$ cat config.mk
export PLATFORM = sky130hd
export DESIGN_NAME = exec_top
export DESIGN_NICKNAME = d
export VERILOG_FILES = /design/src/core/exec_pkg.sv /design/src/core/exec_alu.sv /design/src/core/exec_top.sv
export SDC_FILE = /design/constraint.sdc
export NUM_CORES = 2
export LEC_CHECK = 0
export BUFFER_PORTS_ARGS = -buffer_cell sky130_fd_sc_hd__buf_4
export CAP_MARGIN = 20
export CORE_MARGIN = 1
export CORE_UTILIZATION = 56
export CTS_BUF_LIST = sky130_fd_sc_hd__clkbuf_16
export DETAILED_ROUTE_END_ITERATION = 10
export GPL_TIMING_DRIVEN = 0
export PLACE_DENSITY_LB_ADDON = 0.05
export SLEW_MARGIN = 10
export SYNTH_ARGS = -nofsm -noshare
export SYNTH_HDL_FRONTEND = slang
export SYNTH_SLANG_ARGS = --single-unit
$ cat constraint.sdc
create_clock -name CLK -period 12.5 [get_ports CLK]
set_clock_uncertainty 0.1 [all_clocks]
set_input_delay 1.25 -clock CLK [delete_from_list [all_inputs] [get_ports CLK]]
set_output_delay 1.25 -clock CLK [all_outputs]
set_load 0.02 [all_outputs]
$ cat src/core/exec_pkg.sv
// constants, field layouts and types shared by the instruction execution block
package exec_pkg;
   // AXI4-Lite geometry
   localparam int ADDR_W = 8;
   localparam int DATA_W = 32;
   localparam logic [1:0] RESP_OKAY = 2'h0;
   localparam logic [1:0] RESP_SLVERR = 2'h2;

   // register byte offsets
   localparam logic [7:0] OFS_CMD = 8'h00;
   localparam logic [7:0] OFS_STATUS = 8'h04;
   localparam logic [7:0] OFS_ACC = 8'h08;
   localparam logic [7:0] OFS_PC = 8'h0C;
   localparam logic [7:0] OFS_PUSH = 8'h10;
   localparam logic [7:0] OFS_FADDR = 8'h14;
   localparam logic [7:0] OFS_FDATA = 8'h18;
   localparam logic [7:0] OFS_WDT = 8'h1C;
   localparam logic [7:0] OFS_WAKE = 8'h20;

   // instruction codes in the command register
   localparam logic [3:0] OPC_RETURN = 4'h1;
   localparam logic [3:0] OPC_SLEEP = 4'h2;
   localparam logic [3:0] OPC_LIT_SUB = 4'h3;
   localparam logic [3:0] OPC_LIT_XOR = 4'h4;
   localparam logic [3:0] OPC_REG_SUB = 4'h5;
   localparam logic [3:0] OPC_REG_XOR = 4'h6;
   localparam logic [3:0] OPC_NIB_SWAP = 4'h7;

   // core geometry
   localparam int PC_W = 13;
   localparam int STK_DEPTH = 8;
   localparam int STK_PTR_W = 3;
   localparam int FILE_DEPTH = 128;
   localparam int FADDR_W = 7;
   localparam int WDT_W = 8;
   localparam int PRE_W = 8;

   // status register extra bit positions
   localparam int STAT_BUSY_BIT = 8;
   localparam int STAT_SLEEP_BIT = 9;

   // command word layout
   typedef struct packed {
      logic [7:0] lit;
      logic [7:0] rsv_hi;
      logic rsv_mid;
      logic [FADDR_W-1:0] faddr;
      logic [2:0] rsv_lo;
      logic dest;
      logic [3:0] opc;
   } cmd_t;

   // status flags, power-down and time-out kept active low
   typedef struct packed {
      logic watchdog_expiry_flag_n;
      logic powerdown_flag_n;
      logic result_nil_flag;
      logic nibble_carry_bit;
      logic borrow_out_bit;
   } flags_t;

   localparam flags_t FLAGS_RST = 5'h18;
   localparam logic [WDT_W-1:0] WDT_CLEAR = 8'h00;
   localparam logic [PRE_W-1:0] PRE_CLEAR = 8'h00;

   typedef enum logic [2:0] {
      ALU_PASS, ALU_LIT_SUB, ALU_LIT_XOR, ALU_REG_SUB, ALU_REG_XOR, ALU_SWAP
   } alu_op_t;

   typedef enum logic [1:0] {ST_IDLE, ST_EXEC, ST_RET2} exec_st_t;
endpackage

$ cat src/core/exec_alu.sv
// datapath for subtract, exclusive-or and nibble exchange
`timescale 1ns/1ps
module exec_alu (
   // operation select
   input wire exec_pkg::alu_op_t op,
   // operands
   input wire logic [7:0] acc,
   input wire logic [7:0] operand,
   // result and flags
   output logic [7:0] res,
   output logic c,
   output logic dc,
   output logic z,
   output logic upd_c,
   output logic upd_z
);
   import exec_pkg::*;

   always_comb begin
      res = operand;
      upd_c = 1'b0;
      upd_z = 1'b0;
      unique case (op)
         ALU_LIT_SUB, ALU_REG_SUB: begin
            res = operand - acc;
            upd_c = 1'b1;
            upd_z = 1'b1;
         end
         ALU_LIT_XOR, ALU_REG_XOR: begin
            res = operand ^ acc;
            upd_z = 1'b1;
         end
         ALU_SWAP: res = {operand[3:0], operand[7:4]};
         ALU_PASS: res = operand;
      endcase
      // a set carry means no borrow was needed
      c = (operand >= acc);
      dc = (operand[3:0] >= acc[3:0]);
      z = (res == 8'h00);
   end
endmodule

$ cat src/core/exec_top.sv
// instruction execution unit with its AXI4-Lite register slave
// Behaviour
// - return pops the stack into the program counter, flags untouched
// - return occupies two instruction cycles
// - low-power entry clears watchdog counter and its prescaler
// - low-power entry clears powerdown flag, sets expiry flag, nothing else
// - after low-power entry the oscillator is halted
// - literal minus accumulator into accumulator, updates C, DC, Z
// - literal xor accumulator into accumulator, updates only Z
// - file register minus accumulator, updates C, DC, Z, address 0..127
// - destination bit 0 writes accumulator, 1 writes the file register
// - file register xor accumulator to destination, updates only Z
// - nibble exchange of file register to destination, no flags
`timescale 1ns/1ps
module exec_top (
   // clock and reset
   input wire logic CLK,
   input wire logic RSTN,
   // write address channel
   input wire logic [exec_pkg::ADDR_W-1:0] S_AXI_AWADDR,
   input wire logic S_AXI_AWVALID,
   output logic S_AXI_AWREADY,
   // write data channel
   input wire logic [exec_pkg::DATA_W-1:0] S_AXI_WDATA,
   input wire logic [3:0] S_AXI_WSTRB,
   input wire logic S_AXI_WVALID,
   output logic S_AXI_WREADY,
   // write response channel
   output logic [1:0] S_AXI_BRESP,
   output logic S_AXI_BVALID,
   input wire logic S_AXI_BREADY,
   // read address channel
   input wire logic [exec_pkg::ADDR_W-1:0] S_AXI_ARADDR,
   input wire logic S_AXI_ARVALID,
   output logic S_AXI_ARREADY,
   // read data channel
   output logic [exec_pkg::DATA_W-1:0] S_AXI_RDATA,
   output logic [1:0] S_AXI_RRESP,
   output logic S_AXI_RVALID,
   input wire logic S_AXI_RREADY,
   // power state
   output logic OSC_HALT
);
   import exec_pkg::*;

   // bus slave state
   logic aw_have_q, aw_have_d, w_have_q, w_have_d;
   logic [ADDR_W-1:0] awaddr_q, awaddr_d;
   logic [DATA_W-1:0] wdata_q, wdata_d;
   logic [3:0] wstrb_q, wstrb_d;
   logic awready_q, awready_d, wready_q, wready_d;
   logic bvalid_q, bvalid_d, rvalid_q, rvalid_d, arready_q, arready_d;
   logic [1:0] bresp_q, bresp_d, rresp_q, rresp_d;
   logic [DATA_W-1:0] rdata_q, rdata_d;
   // core state
   exec_st_t st_q, st_d;
   cmd_t cmd_q, cmd_d;
   flags_t flags_q, flags_d;
   logic [7:0] acc_q, acc_d;
   logic [PC_W-1:0] pc_q, pc_d;
   logic [STK_PTR_W-1:0] sp_q, sp_d;
   logic [FADDR_W-1:0] faddr_q, faddr_d;
   logic [WDT_W-1:0] wdt_q, wdt_d;
   logic [PRE_W-1:0] pre_q, pre_d;
   logic sleep_q, sleep_d;
   logic [7:0] file_q [FILE_DEPTH];
   logic [PC_W-1:0] stk_q [STK_DEPTH];
   // memory write ports
   logic file_we, stk_we;
   logic [FADDR_W-1:0] file_wa;
   logic [7:0] file_wd;
   logic [PC_W-1:0] stk_wd;
   // datapath
   alu_op_t alu_op;
   logic [7:0] operand, alu_res;
   logic alu_c, alu_dc, alu_z, alu_upd_c, alu_upd_z;
   logic wr_go, ex_go;
   logic [DATA_W-1:0] wr_img;

   function automatic logic is_mapped(input logic [ADDR_W-1:0] a);
      unique case (a[ADDR_W-1:2])
         OFS_CMD[7:2], OFS_STATUS[7:2], OFS_ACC[7:2], OFS_PC[7:2],
         OFS_PUSH[7:2], OFS_FADDR[7:2], OFS_FDATA[7:2], OFS_WDT[7:2],
         OFS_WAKE[7:2]: is_mapped = 1'b1;
         default: is_mapped = 1'b0;
      endcase
   endfunction

   function automatic logic [DATA_W-1:0] reg_image(
      input logic [ADDR_W-1:0] a);
      reg_image = 32'h0000_0000;
      unique case (a[ADDR_W-1:2])
         OFS_CMD[7:2]: reg_image = cmd_q;
         OFS_STATUS[7:2]: begin
            reg_image[4:0] = flags_q;
            reg_image[STAT_BUSY_BIT] = (st_q != ST_IDLE);
            reg_image[STAT_SLEEP_BIT] = sleep_q;
         end
         OFS_ACC[7:2]: reg_image[7:0] = acc_q;
         OFS_PC[7:2]: reg_image[PC_W-1:0] = pc_q;
         OFS_PUSH[7:2]: reg_image[STK_PTR_W-1:0] = sp_q;
         OFS_FADDR[7:2]: reg_image[FADDR_W-1:0] = faddr_q;
         OFS_FDATA[7:2]: reg_image[7:0] = file_q[faddr_q];
         OFS_WDT[7:2]: reg_image[15:0] = {pre_q, wdt_q};
         default: reg_image = 32'h0000_0000;
      endcase
   endfunction

   function automatic logic [DATA_W-1:0] merge(input logic [DATA_W-1:0] o,
      input logic [DATA_W-1:0] n, input logic [3:0] s);
      for (int i = 0; i < 4; i++) begin
         merge[i*8 +: 8] = s[i] ? n[i*8 +: 8] : o[i*8 +: 8];
      end
   endfunction

   // operand and operation select for the current instruction
   always_comb begin
      operand = file_q[cmd_q.faddr];
      unique case (cmd_q.opc)
         OPC_LIT_SUB: alu_op = ALU_LIT_SUB;
         OPC_LIT_XOR: alu_op = ALU_LIT_XOR;
         OPC_REG_SUB: alu_op = ALU_REG_SUB;
         OPC_REG_XOR: alu_op = ALU_REG_XOR;
         OPC_NIB_SWAP: alu_op = ALU_SWAP;
         default: alu_op = ALU_PASS;
      endcase
      if (cmd_q.opc == OPC_LIT_SUB || cmd_q.opc == OPC_LIT_XOR) begin
         operand = cmd_q.lit;
      end
   end

   exec_alu u_alu (
      .op(alu_op),
      .acc(acc_q),
      .operand(operand),
      .res(alu_res),
      .c(alu_c),
      .dc(alu_dc),
      .z(alu_z),
      .upd_c(alu_upd_c),
      .upd_z(alu_upd_z)
   );

   // bus channels: address and data are taken in either order
   always_comb begin
      aw_have_d = aw_have_q;
      awaddr_d = awaddr_q;
      w_have_d = w_have_q;
      wdata_d = wdata_q;
      wstrb_d = wstrb_q;
      bvalid_d = bvalid_q;
      bresp_d = bresp_q;
      rvalid_d = rvalid_q;
      rdata_d = rdata_q;
      rresp_d = rresp_q;
      if (S_AXI_AWVALID && awready_q) begin
         aw_have_d = 1'b1;
         awaddr_d = S_AXI_AWADDR;
      end
      if (S_AXI_WVALID && wready_q) begin
         w_have_d = 1'b1;
         wdata_d = S_AXI_WDATA;
         wstrb_d = S_AXI_WSTRB;
      end
      wr_go = aw_have_q && w_have_q && !bvalid_q;
      wr_img = merge(reg_image(awaddr_q), wdata_q, wstrb_q);
      if (wr_go) begin
         aw_have_d = 1'b0;
         w_have_d = 1'b0;
         bvalid_d = 1'b1;
         bresp_d = is_mapped(awaddr_q) ? RESP_OKAY : RESP_SLVERR;
      end else if (bvalid_q && S_AXI_BREADY) begin
         bvalid_d = 1'b0;
      end
      if (S_AXI_ARVALID && arready_q) begin
         rvalid_d = 1'b1;
         rdata_d = reg_image(S_AXI_ARADDR);
         rresp_d = is_mapped(S_AXI_ARADDR) ? RESP_OKAY : RESP_SLVERR;
      end else if (rvalid_q && S_AXI_RREADY) begin
         rvalid_d = 1'b0;
      end
      awready_d = !aw_have_d && !bvalid_d;
      wready_d = !w_have_d && !bvalid_d;
      arready_d = !rvalid_d;
   end

   // execution, watchdog and register writes
   always_comb begin
      st_d = st_q;
      cmd_d = cmd_q;
      flags_d = flags_q;
      acc_d = acc_q;
      pc_d = pc_q;
      sp_d = sp_q;
      faddr_d = faddr_q;
      sleep_d = sleep_q;
      file_we = 1'b0;
      file_wa = faddr_q;
      file_wd = wr_img[7:0];
      stk_we = 1'b0;
      stk_wd = wr_img[PC_W-1:0];
      ex_go = (st_q == ST_EXEC);
      // watchdog keeps counting in sleep; a wrap is a time-out
      pre_d = pre_q + 8'h01;
      wdt_d = wdt_q;
      if (pre_q == '1) begin
         wdt_d = wdt_q + 8'h01;
         if (wdt_q == '1) begin
            flags_d.watchdog_expiry_flag_n = 1'b0;
            sleep_d = 1'b0;
         end
      end
      if (wr_go && is_mapped(awaddr_q)) begin
         unique case (awaddr_q[ADDR_W-1:2])
            OFS_CMD[7:2]: begin
               // a command while busy or asleep is dropped
               if (st_q == ST_IDLE && !sleep_q) begin
                  cmd_d = wr_img;
                  st_d = ST_EXEC;
               end
            end
            OFS_ACC[7:2]: acc_d = wr_img[7:0];
            OFS_PC[7:2]: pc_d = wr_img[PC_W-1:0];
            OFS_PUSH[7:2]: begin
               stk_we = 1'b1;
               sp_d = sp_q + 3'h1;
            end
            OFS_FADDR[7:2]: faddr_d = wr_img[FADDR_W-1:0];
            OFS_FDATA[7:2]: file_we = 1'b1;
            OFS_WAKE[7:2]: sleep_d = 1'b0;
            default: ;
         endcase
      end
      if (st_q == ST_RET2) begin
         st_d = ST_IDLE;
      end
      if (ex_go) begin
         st_d = ST_IDLE;
         pc_d = pc_q + 13'h0001;
         case (cmd_q.opc)
            OPC_RETURN: begin
               sp_d = sp_q - 3'h1;
               pc_d = stk_q[sp_q - 3'h1];
               st_d = ST_RET2;
            end
            OPC_SLEEP: begin
               wdt_d = WDT_CLEAR;
               pre_d = PRE_CLEAR;
               flags_d.powerdown_flag_n = 1'b0;
               flags_d.watchdog_expiry_flag_n = 1'b1;
               sleep_d = 1'b1;
            end
            OPC_LIT_SUB, OPC_LIT_XOR, OPC_REG_SUB, OPC_REG_XOR,
            OPC_NIB_SWAP: begin
               if (alu_upd_c) begin
                  flags_d.borrow_out_bit = alu_c;
                  flags_d.nibble_carry_bit = alu_dc;
               end
               if (alu_upd_z) begin
                  flags_d.result_nil_flag = alu_z;
               end
               // literal forms always land in the accumulator
               if (cmd_q.dest && cmd_q.opc != OPC_LIT_SUB &&
                   cmd_q.opc != OPC_LIT_XOR) begin
                  file_we = 1'b1;
                  file_wa = cmd_q.faddr;
                  file_wd = alu_res;
               end else begin
                  acc_d = alu_res;
               end
            end
            default: ;
         endcase
      end
   end

   always_ff @(posedge CLK or negedge RSTN) begin
      if (!RSTN) begin
         aw_have_q <= 1'b0;
         awaddr_q <= '0;
         w_have_q <= 1'b0;
         wdata_q <= '0;
         wstrb_q <= '0;
         awready_q <= 1'b0;
         wready_q <= 1'b0;
         bvalid_q <= 1'b0;
         bresp_q <= RESP_OKAY;
         arready_q <= 1'b0;
         rvalid_q <= 1'b0;
         rdata_q <= '0;
         rresp_q <= RESP_OKAY;
         st_q <= ST_IDLE;
         cmd_q <= '0;
         flags_q <= FLAGS_RST;
         acc_q <= '0;
         pc_q <= '0;
         sp_q <= '0;
         faddr_q <= '0;
         wdt_q <= WDT_CLEAR;
         pre_q <= PRE_CLEAR;
         sleep_q <= 1'b0;
      end else begin
         aw_have_q <= aw_have_d;
         awaddr_q <= awaddr_d;
         w_have_q <= w_have_d;
         wdata_q <= wdata_d;
         wstrb_q <= wstrb_d;
         awready_q <= awready_d;
         wready_q <= wready_d;
         bvalid_q <= bvalid_d;
         bresp_q <= bresp_d;
         arready_q <= arready_d;
         rvalid_q <= rvalid_d;
         rdata_q <= rdata_d;
         rresp_q <= rresp_d;
         st_q <= st_d;
         cmd_q <= cmd_d;
         flags_q <= flags_d;
         acc_q <= acc_d;
         pc_q <= pc_d;
         sp_q <= sp_d;
         faddr_q <= faddr_d;
         wdt_q <= wdt_d;
         pre_q <= pre_d;
         sleep_q <= sleep_d;
      end
   end

   // arrays carry no reset; software initialises what it reads
   always_ff @(posedge CLK) begin
      if (file_we) begin
         file_q[file_wa] <= file_wd;
      end
      if (stk_we) begin
         stk_q[sp_q] <= stk_wd;
      end
   end

   assign S_AXI_AWREADY = awready_q;
   assign S_AXI_WREADY = wready_q;
   assign S_AXI_BVALID = bvalid_q;
   assign S_AXI_BRESP = bresp_q;
   assign S_AXI_ARREADY = arready_q;
   assign S_AXI_RVALID = rvalid_q;
   assign S_AXI_RDATA = rdata_q;
   assign S_AXI_RRESP = rresp_q;
   assign OSC_HALT = sleep_q;
endmodule

### Word level (Yosys, flattened, before mapping)

Memories as Yosys holds them, arrays and structs flattened.
Cells that the tools add are included.
W data, S select, Z words.

* multiplexer cells: 91
* eq/ne operators: 34
* reduce and logical (&&, ||, !) cells: 47
* bitwise gates (word level): 1
* $lt $le $gt $ge: 2
* add/subtract/negate cells: 6

Operators with widths (number)
* $mux W8: 16
* $mux W13: 4
* $eq A6 B3 Y1 const B: 8
* $pmux W3 S8: 2
* $mux W1: 35
* $pmux W8 S4: 1
* $pmux W2 S7: 2
* $eq A6 B2 Y1 const B: 4
* $pmux W2 S6: 2
* $mux W7: 3
* $mux W2: 10
* $pmux W3 S3: 2
* $add A8 B1 Y8 const B: 2
* $eq A4 B3 Y1 const B: 4
* $eq A8 B8 Y1 const B: 2
* $mux W16: 1
* $pmux W2 S4: 2
* $mux W3: 5
* $pmux W3 S5: 1
* $add A13 B1 Y13 const B: 1
* $logic_and A1 B1 Y1: 13
* $eq A6 B1 Y1 const B: 2
* $logic_not A6 Y1: 2
* $pmux W3 S2: 2
* other kinds (32): 55

* output and inout port bits: 42
* bits in read-only memories: 48
* RAM bits: 1128
* memories kept: 5
* input bits: 59
* word-level logic and storage cells: 220
* register bits after elaboration: 174

Memories
* file_q: words 128, width 8, rd ports 2, clocked after Yosys merged registers in 0, write ports 1, RTL line exec_top.sv:66 `logic [7:0] file_q [FILE_DEPTH];`
* stk_q: words 8, width 13, rd ports 1, clocked after Yosys merged registers in 0, write ports 1, RTL line exec_top.sv:67 `logic [PC_W-1:0] stk_q [STK_DEPTH];`
* (no name shown): words 16, width 1, rd ports 1, clocked after Yosys merged registers in 0, write ports 0, RTL line exec_top.sv:81 `unique case (a[ADDR_W-1:2])`
* (no name shown): words 16, width 1, rd ports 1, clocked after Yosys merged registers in 0, write ports 0, RTL line exec_top.sv:81
* (no name shown): words 16, width 1, rd ports 1, clocked after Yosys merged registers in 0, write ports 0, RTL line exec_top.sv:81

### Depth between registers and ports, before layout

* depth in word-level cells: 9
* gate-level depth with buffers: 23
* depth with buffers taken out: 18

### By module

A second synthesis with hierarchy kept.

* cells, all modules: 3389
* area total of the unflattened synthesis: 61242.5 µm²

Modules (own cells, without submodules)
* exec_top: seq. area each 38129.1 µm², area an instance 60461.7 µm², times used 1, cells an instance 3260
* exec_alu: seq. area each 0.0 µm², area an instance 780.7 µm², times used 1, cells an instance 129

### Worst setup path after synthesis

OpenSTA, ideal clock, no wires.

* path type: reg-to-reg
* start: register cmd_q[8] in the netlist's numbering
* end: memory file_q[0][6] (data pin)
* slack: 3647 ps
* library setup time: 919 ps
* buffers on the path: 3
* clock period less this slack: 8853 ps
* data arrival time: 7834 ps
* required time: 11481 ps
* stages on the path, launching flop included: 20
* cell sequence: dfrtp_1 > buf_6 > buf_6 > buf_2 > mux4_2 > mux4_2 > mux4_2 > or2_1 > o211ai_1 > ha_1 > inv_1 > fa_1 > a21o_1 > a21oi_1 > o21bai_1 > a21oi_1 > and3_1 > a21oi_1 > a21boi_1 > mux2i_1

* cells in the longest elaborated chain, start to end: 7
* elaborated cells between the ends (all ways): 8
* classes of those cells: 1 x add/sub; 5 x mux; 1 x bitwise; 1 x memory

RTL lines
* start: declaration: RTL line exec_top.sv:57 `cmd_t cmd_q, cmd_d;`
* start signal: assignment: RTL line exec_top.sv:317 `cmd_q <= cmd_d;`
* $mem_v2 Z128 W8 *
* $mux W8 *: RTL line exec_top.sv:127 `if (cmd_q.opc == OPC_LIT_SUB || cmd_q.opc == OPC_LIT_XOR) begin`
* $sub A8 B8 Y8 / $xor A8 B8 Y8 (equally long branches): RTL line exec_alu.sv:25, exec_alu.sv:30
* $pmux W8 S4 *: RTL line exec_alu.sv:23 `unique case (op)`
* $mux W8 *: RTL line exec_top.sv:263 `if (cmd_q.dest && cmd_q.opc != OPC_LIT_SUB &&`
* $mux W8 *: RTL line exec_top.sv:240 `case (cmd_q.opc)`
* $mux W8 *: RTL line exec_top.sv:237 `if (ex_go) begin`
* named net file_wd[6]: RTL line exec_top.sv:71 `logic [7:0] file_wd;`
* end: declaration: RTL line exec_top.sv:66

Mark *: on every way through the listed nets, which the timed path passes. The rest lies on a longest branch.

### Final worst setup path

* start: register cmd_q[9] in the netlist's numbering
* end: memory file_q[11][7] (data pin)

Same word-level chain as after synthesis.

==> results.md <==
- Row cnt: 121
- Worst-Skew Late Latency: 0.79 ns
- Core Footprint: 109000 µm²
- Critical Path AT: 9.46 ns
- Final Total Pwr: 13500 µW
- Post-Synth Simple-Gate Area: 4.63%
- Die Span Y: 334 µm
- Hold_ws: 0.311 ns
- Largest net degree at the start of global routing: 117
- Worst-Margin Slew: 1.27 ns
- Mean post-synth cell area: 17.6 µm²
- Detail-routed net length per standard cell: 50.3 µm
- Fin worst setup slack: 3.45 ns
- RePlAce Congestion: 1.08
- Final instance area: 70400 µm²
- Vias in the first global route: 41263
- Clock slew at reported path FFs: 0.06 ns
- Vias: 42946
- Outcome: finished, final reports clean
- Critical path endpoint: file_q[11][7]$_DFFE_PP_
- Mux cell area share after synthesis: 26.0%
- Syn-to-layout area delta: 14.1%
- Reg-to-reg endpoint: file_q[11][7]$_DFFE_PP_
- Largest family of logic cells by synthesized area: multiplexers
- DR iter-0 viols: 8484
- Top FF cell, synth: edfxtp_1
- Fin nets: 3915
- CP Data Required Time: 12.91 ns
- Bufs on Longest Clock Path: 3
- CP Max Fanout: 33
- # port buffers: 92
- Worst reg-to-reg path cell count: 21
- Initial antenna violation count: 22
- Netlist cell types: 88
- CTS tree: done
- Initial core utilization: 56.6%
- R2r setup slk: 3.45 ns
- XOR/XNOR share of the synthesized area: 0.298%
- Yosys reg bits: 1298
- VDD IR-drop max: 131 µV
- Rel. slew slack: 14.9%
- DIE AREA: 112000 µm²
- CTS Buf Count: 138
- Maxcap violations: 0
- Endpoints failing setup: 0
- Post-CTS Resized: 0
- First-pass GRT wire length: 358 mm
- Post-synth ARST share: 13.1%
- Cells after Synth: 3507
- Sequential area share after synthesis: 61.8%
- Setup CP Type: flop to flop
- Overflow after GRT: 0
- Hold-fix buffers, CTS: 0
- Clock Root Buffer: clkbuf_16
- Synth Area in Compound Gates: 4.36%
- Crit. End Element: flop
- Fraction of layout instances using a drive strength above 1: 32.7%
- Final Util: 64.6%
- Reg-to-reg critical path startpoint: cmd_q[9]$_DFFE_PN0P_
- Post-CTS Setup Bufs: 0
- Clock sink count: 1298
- Pre-CTS setup slack: 4.25 ns
- Drt drc: 0
- PwrDens: 191 nW/µm²
- Worst Setup Start Kind: flop
- Worst setup path startpoint: cmd_q[9]$_DFFE_PN0P_
- YS warnings: 0
- Fmax: 110 MHz
- Period utilisation layout: 72.4%
- Crit path time final: 9.05 ns
- Initial DRT Pass Iterations: 9
- EDFF count, synth: 1128
- Register area: 38100 µm²
- Total global-route track usage: 49.1%
- DP Area: 65700 µm²
- DRT Wirelength: 271 mm
- Static leakage: 0.0233 µW
- DR vias/cell: 7.98
- Multi-input logic area: 22200 µm²
- Final Hold Fails: 0
- Die W: 334 µm
- Worst min-delay path category: primary input to asynchronous set/reset pin
- Adder-cell share of the synthesized area: 0.397%
- Synthesized cell area: 61700 µm²
- CTS H-Tree Depth: 4
- Ports: 101
- DP Wirelength: 188 mm
- Final ANT Viol Nets: 0
- RSZ-0062 raised after global routing: no
- # fillers: 7426
- Slew Limit Fails: 0
power by group:
group	total, µW	switching [µW]	internal (µW)	leakage [µW]
combinational	3760	2530	1230	0.00844
clock	4180	1790	2390	0.00231
sequential	5520	168	5350	0.0126
kinds of logic after synthesis:
kind of cell,count (synthesis)
xor+xnor,21
buf+inv,307
fa+ha+maj,19
flops,1298
mux,831
compound gates,399
other cells,1
simple gates,631
state kept, by name, indices dropped and copies added (netlist names), 2 cells and up:
register	flops
S_AXI_RDATA	32
cmd_q	32
wdata_q	32
wdt_q	8
pc_q	13
pre_q	8
wstrb_q	4
st_q	2
awaddr_q	6
stk_q	104
sp_q	3
acc_q	8
faddr_q	7
flags_q	5
file_q	1024
cell usage in the layout (no fill, tap or decap), types with 19 or more instances in the layout:
| master | synthesis | layout |
|---|---|---|
| edfxtp_1 | 1128 | 1128 |
| mux4_2 | 586 | 586 |
| nor2_1 | 233 | 218 |
| nand2_1 | 194 | 194 |
| dfrtp_1 | 168 | 168 |
| buf_4 | 46 | 165 |
| clkbuf_16 | 0 | 142 |
| mux2i_1 | 128 | 125 |
| clkbuf_1 | 141 | 108 |
| o21ai_0 | 106 | 103 |
| mux2_2 | 100 | 100 |
| inv_1 | 36 | 64 |
| a21oi_1 | 67 | 63 |
| buf_2 | 44 | 55 |
| buf_6 | 15 | 43 |
| clkinv_1 | 2 | 34 |
| clkbuf_2 | 0 | 33 |
| a22oi_1 | 30 | 30 |
| nand3_1 | 26 | 26 |
| or2_2 | 25 | 25 |
| a221oi_1 | 24 | 24 |
| nor3_1 | 28 | 24 |
| o22ai_1 | 22 | 22 |
| clkinv_2 | 0 | 21 |
| nor2b_1 | 20 | 20 |
| o211ai_1 | 20 | 20 |
| buf_16 | 0 | 20 |
| diode_2 | 0 | 19 |
worst min-delay path by stage:
stage | endpoint | slack (ns)
final | sp_q[2]$_DFF_PN0_ | 0.31
after global routing | sp_q[2]$_DFF_PN0_ | 0.33
after CTS | sp_q[2]$_DFF_PN0_ | 0.31
after detailed placement | S_AXI_WREADY$_DFF_PN0_ | 0.37
after global placement | S_AXI_WREADY$_DFF_PN0_ | 0.36
after floorplan | S_AXI_WREADY$_DFF_PN0_ | 0.33
layer usage:
| metal | routed length, µm | up-vias | global-route usage, % |
|---|---|---|---|
| met2 | 116000 | 4568 | 70.4 |
| met5 | 264 | - | 0.825 |
| met1 | 82200 | 21903 | 56.6 |
| met4 | 28200 | 20 | 39.1 |
| li1 | - | 15198 | - |
| met3 | 44400 | 1257 | 23.2 |
synthesized netlist by cell type (17+ instances only):
cell type	number	area (µm²)
edfxtp_1	1128	33900
mux4_2	586	13200
nor2_1	233	875
nand2_1	194	728
dfrtp_1	168	4200
clkbuf_1	141	529
mux2i_1	128	1280
o21ai_0	106	531
mux2_2	100	1130
a21oi_1	67	335
buf_4	46	345
buf_2	44	220
inv_1	36	135
a22oi_1	30	225
nor3_1	28	140
nand3_1	26	130
or2_2	25	156
a221oi_1	24	210
o22ai_1	22	138
nor2b_1	20	125
o211ai_1	20	150
and2_1	18	113
ha_1	18	225
and3_1	17	106
buf_1	17	63.8
through the flow:
stage                     std cells  setup TNS (ns)
after detailed placement       5094               0
after CTS                      5345               0
after global placement         5014        -3649.89
final                          5381               0
after global routing           5362               0
after floorplan                3508               0
area by class of cell:
| type | count | share of cell area (%) |
|---|---|---|
| Sequential cell | 1298 | 54.2 |
| Multi-Input combinational cell | 1903 | 31.6 |
| Clock buffer | 142 | 5.05 |
| Timing Repair Buffer | 189 | 3.02 |
| Tap cell | 1414 | 2.51 |
| Buffer | 267 | 2.05 |
| Clock inverter | 109 | 1.34 |
| Inverter | 40 | 0.213 |
| Antenna cell | 19 | 0.0675 |
critical path, cell delays in order (launching register included):
cell      delay, ns
dfrtp_1        0.33
buf_4          0.25
buf_2          0.61
buf_2          0.64
buf_2          0.67
buf_2          0.72
mux4_2         0.35
o22ai_1        0.07
nor4_1         0.88
a21oi_1        0.22
a31oi_1        0.60
mux2_2         0.28
ha_1           0.19
inv_1          0.06
o21bai_1       0.20
a31oi_1        0.15
a211oi_1       0.37
xor2_1         0.13
a221oi_1       0.84
mux2i_4        0.45
buf_16         0.32
buf_16         0.18
(Power assumes the default switching activity.)
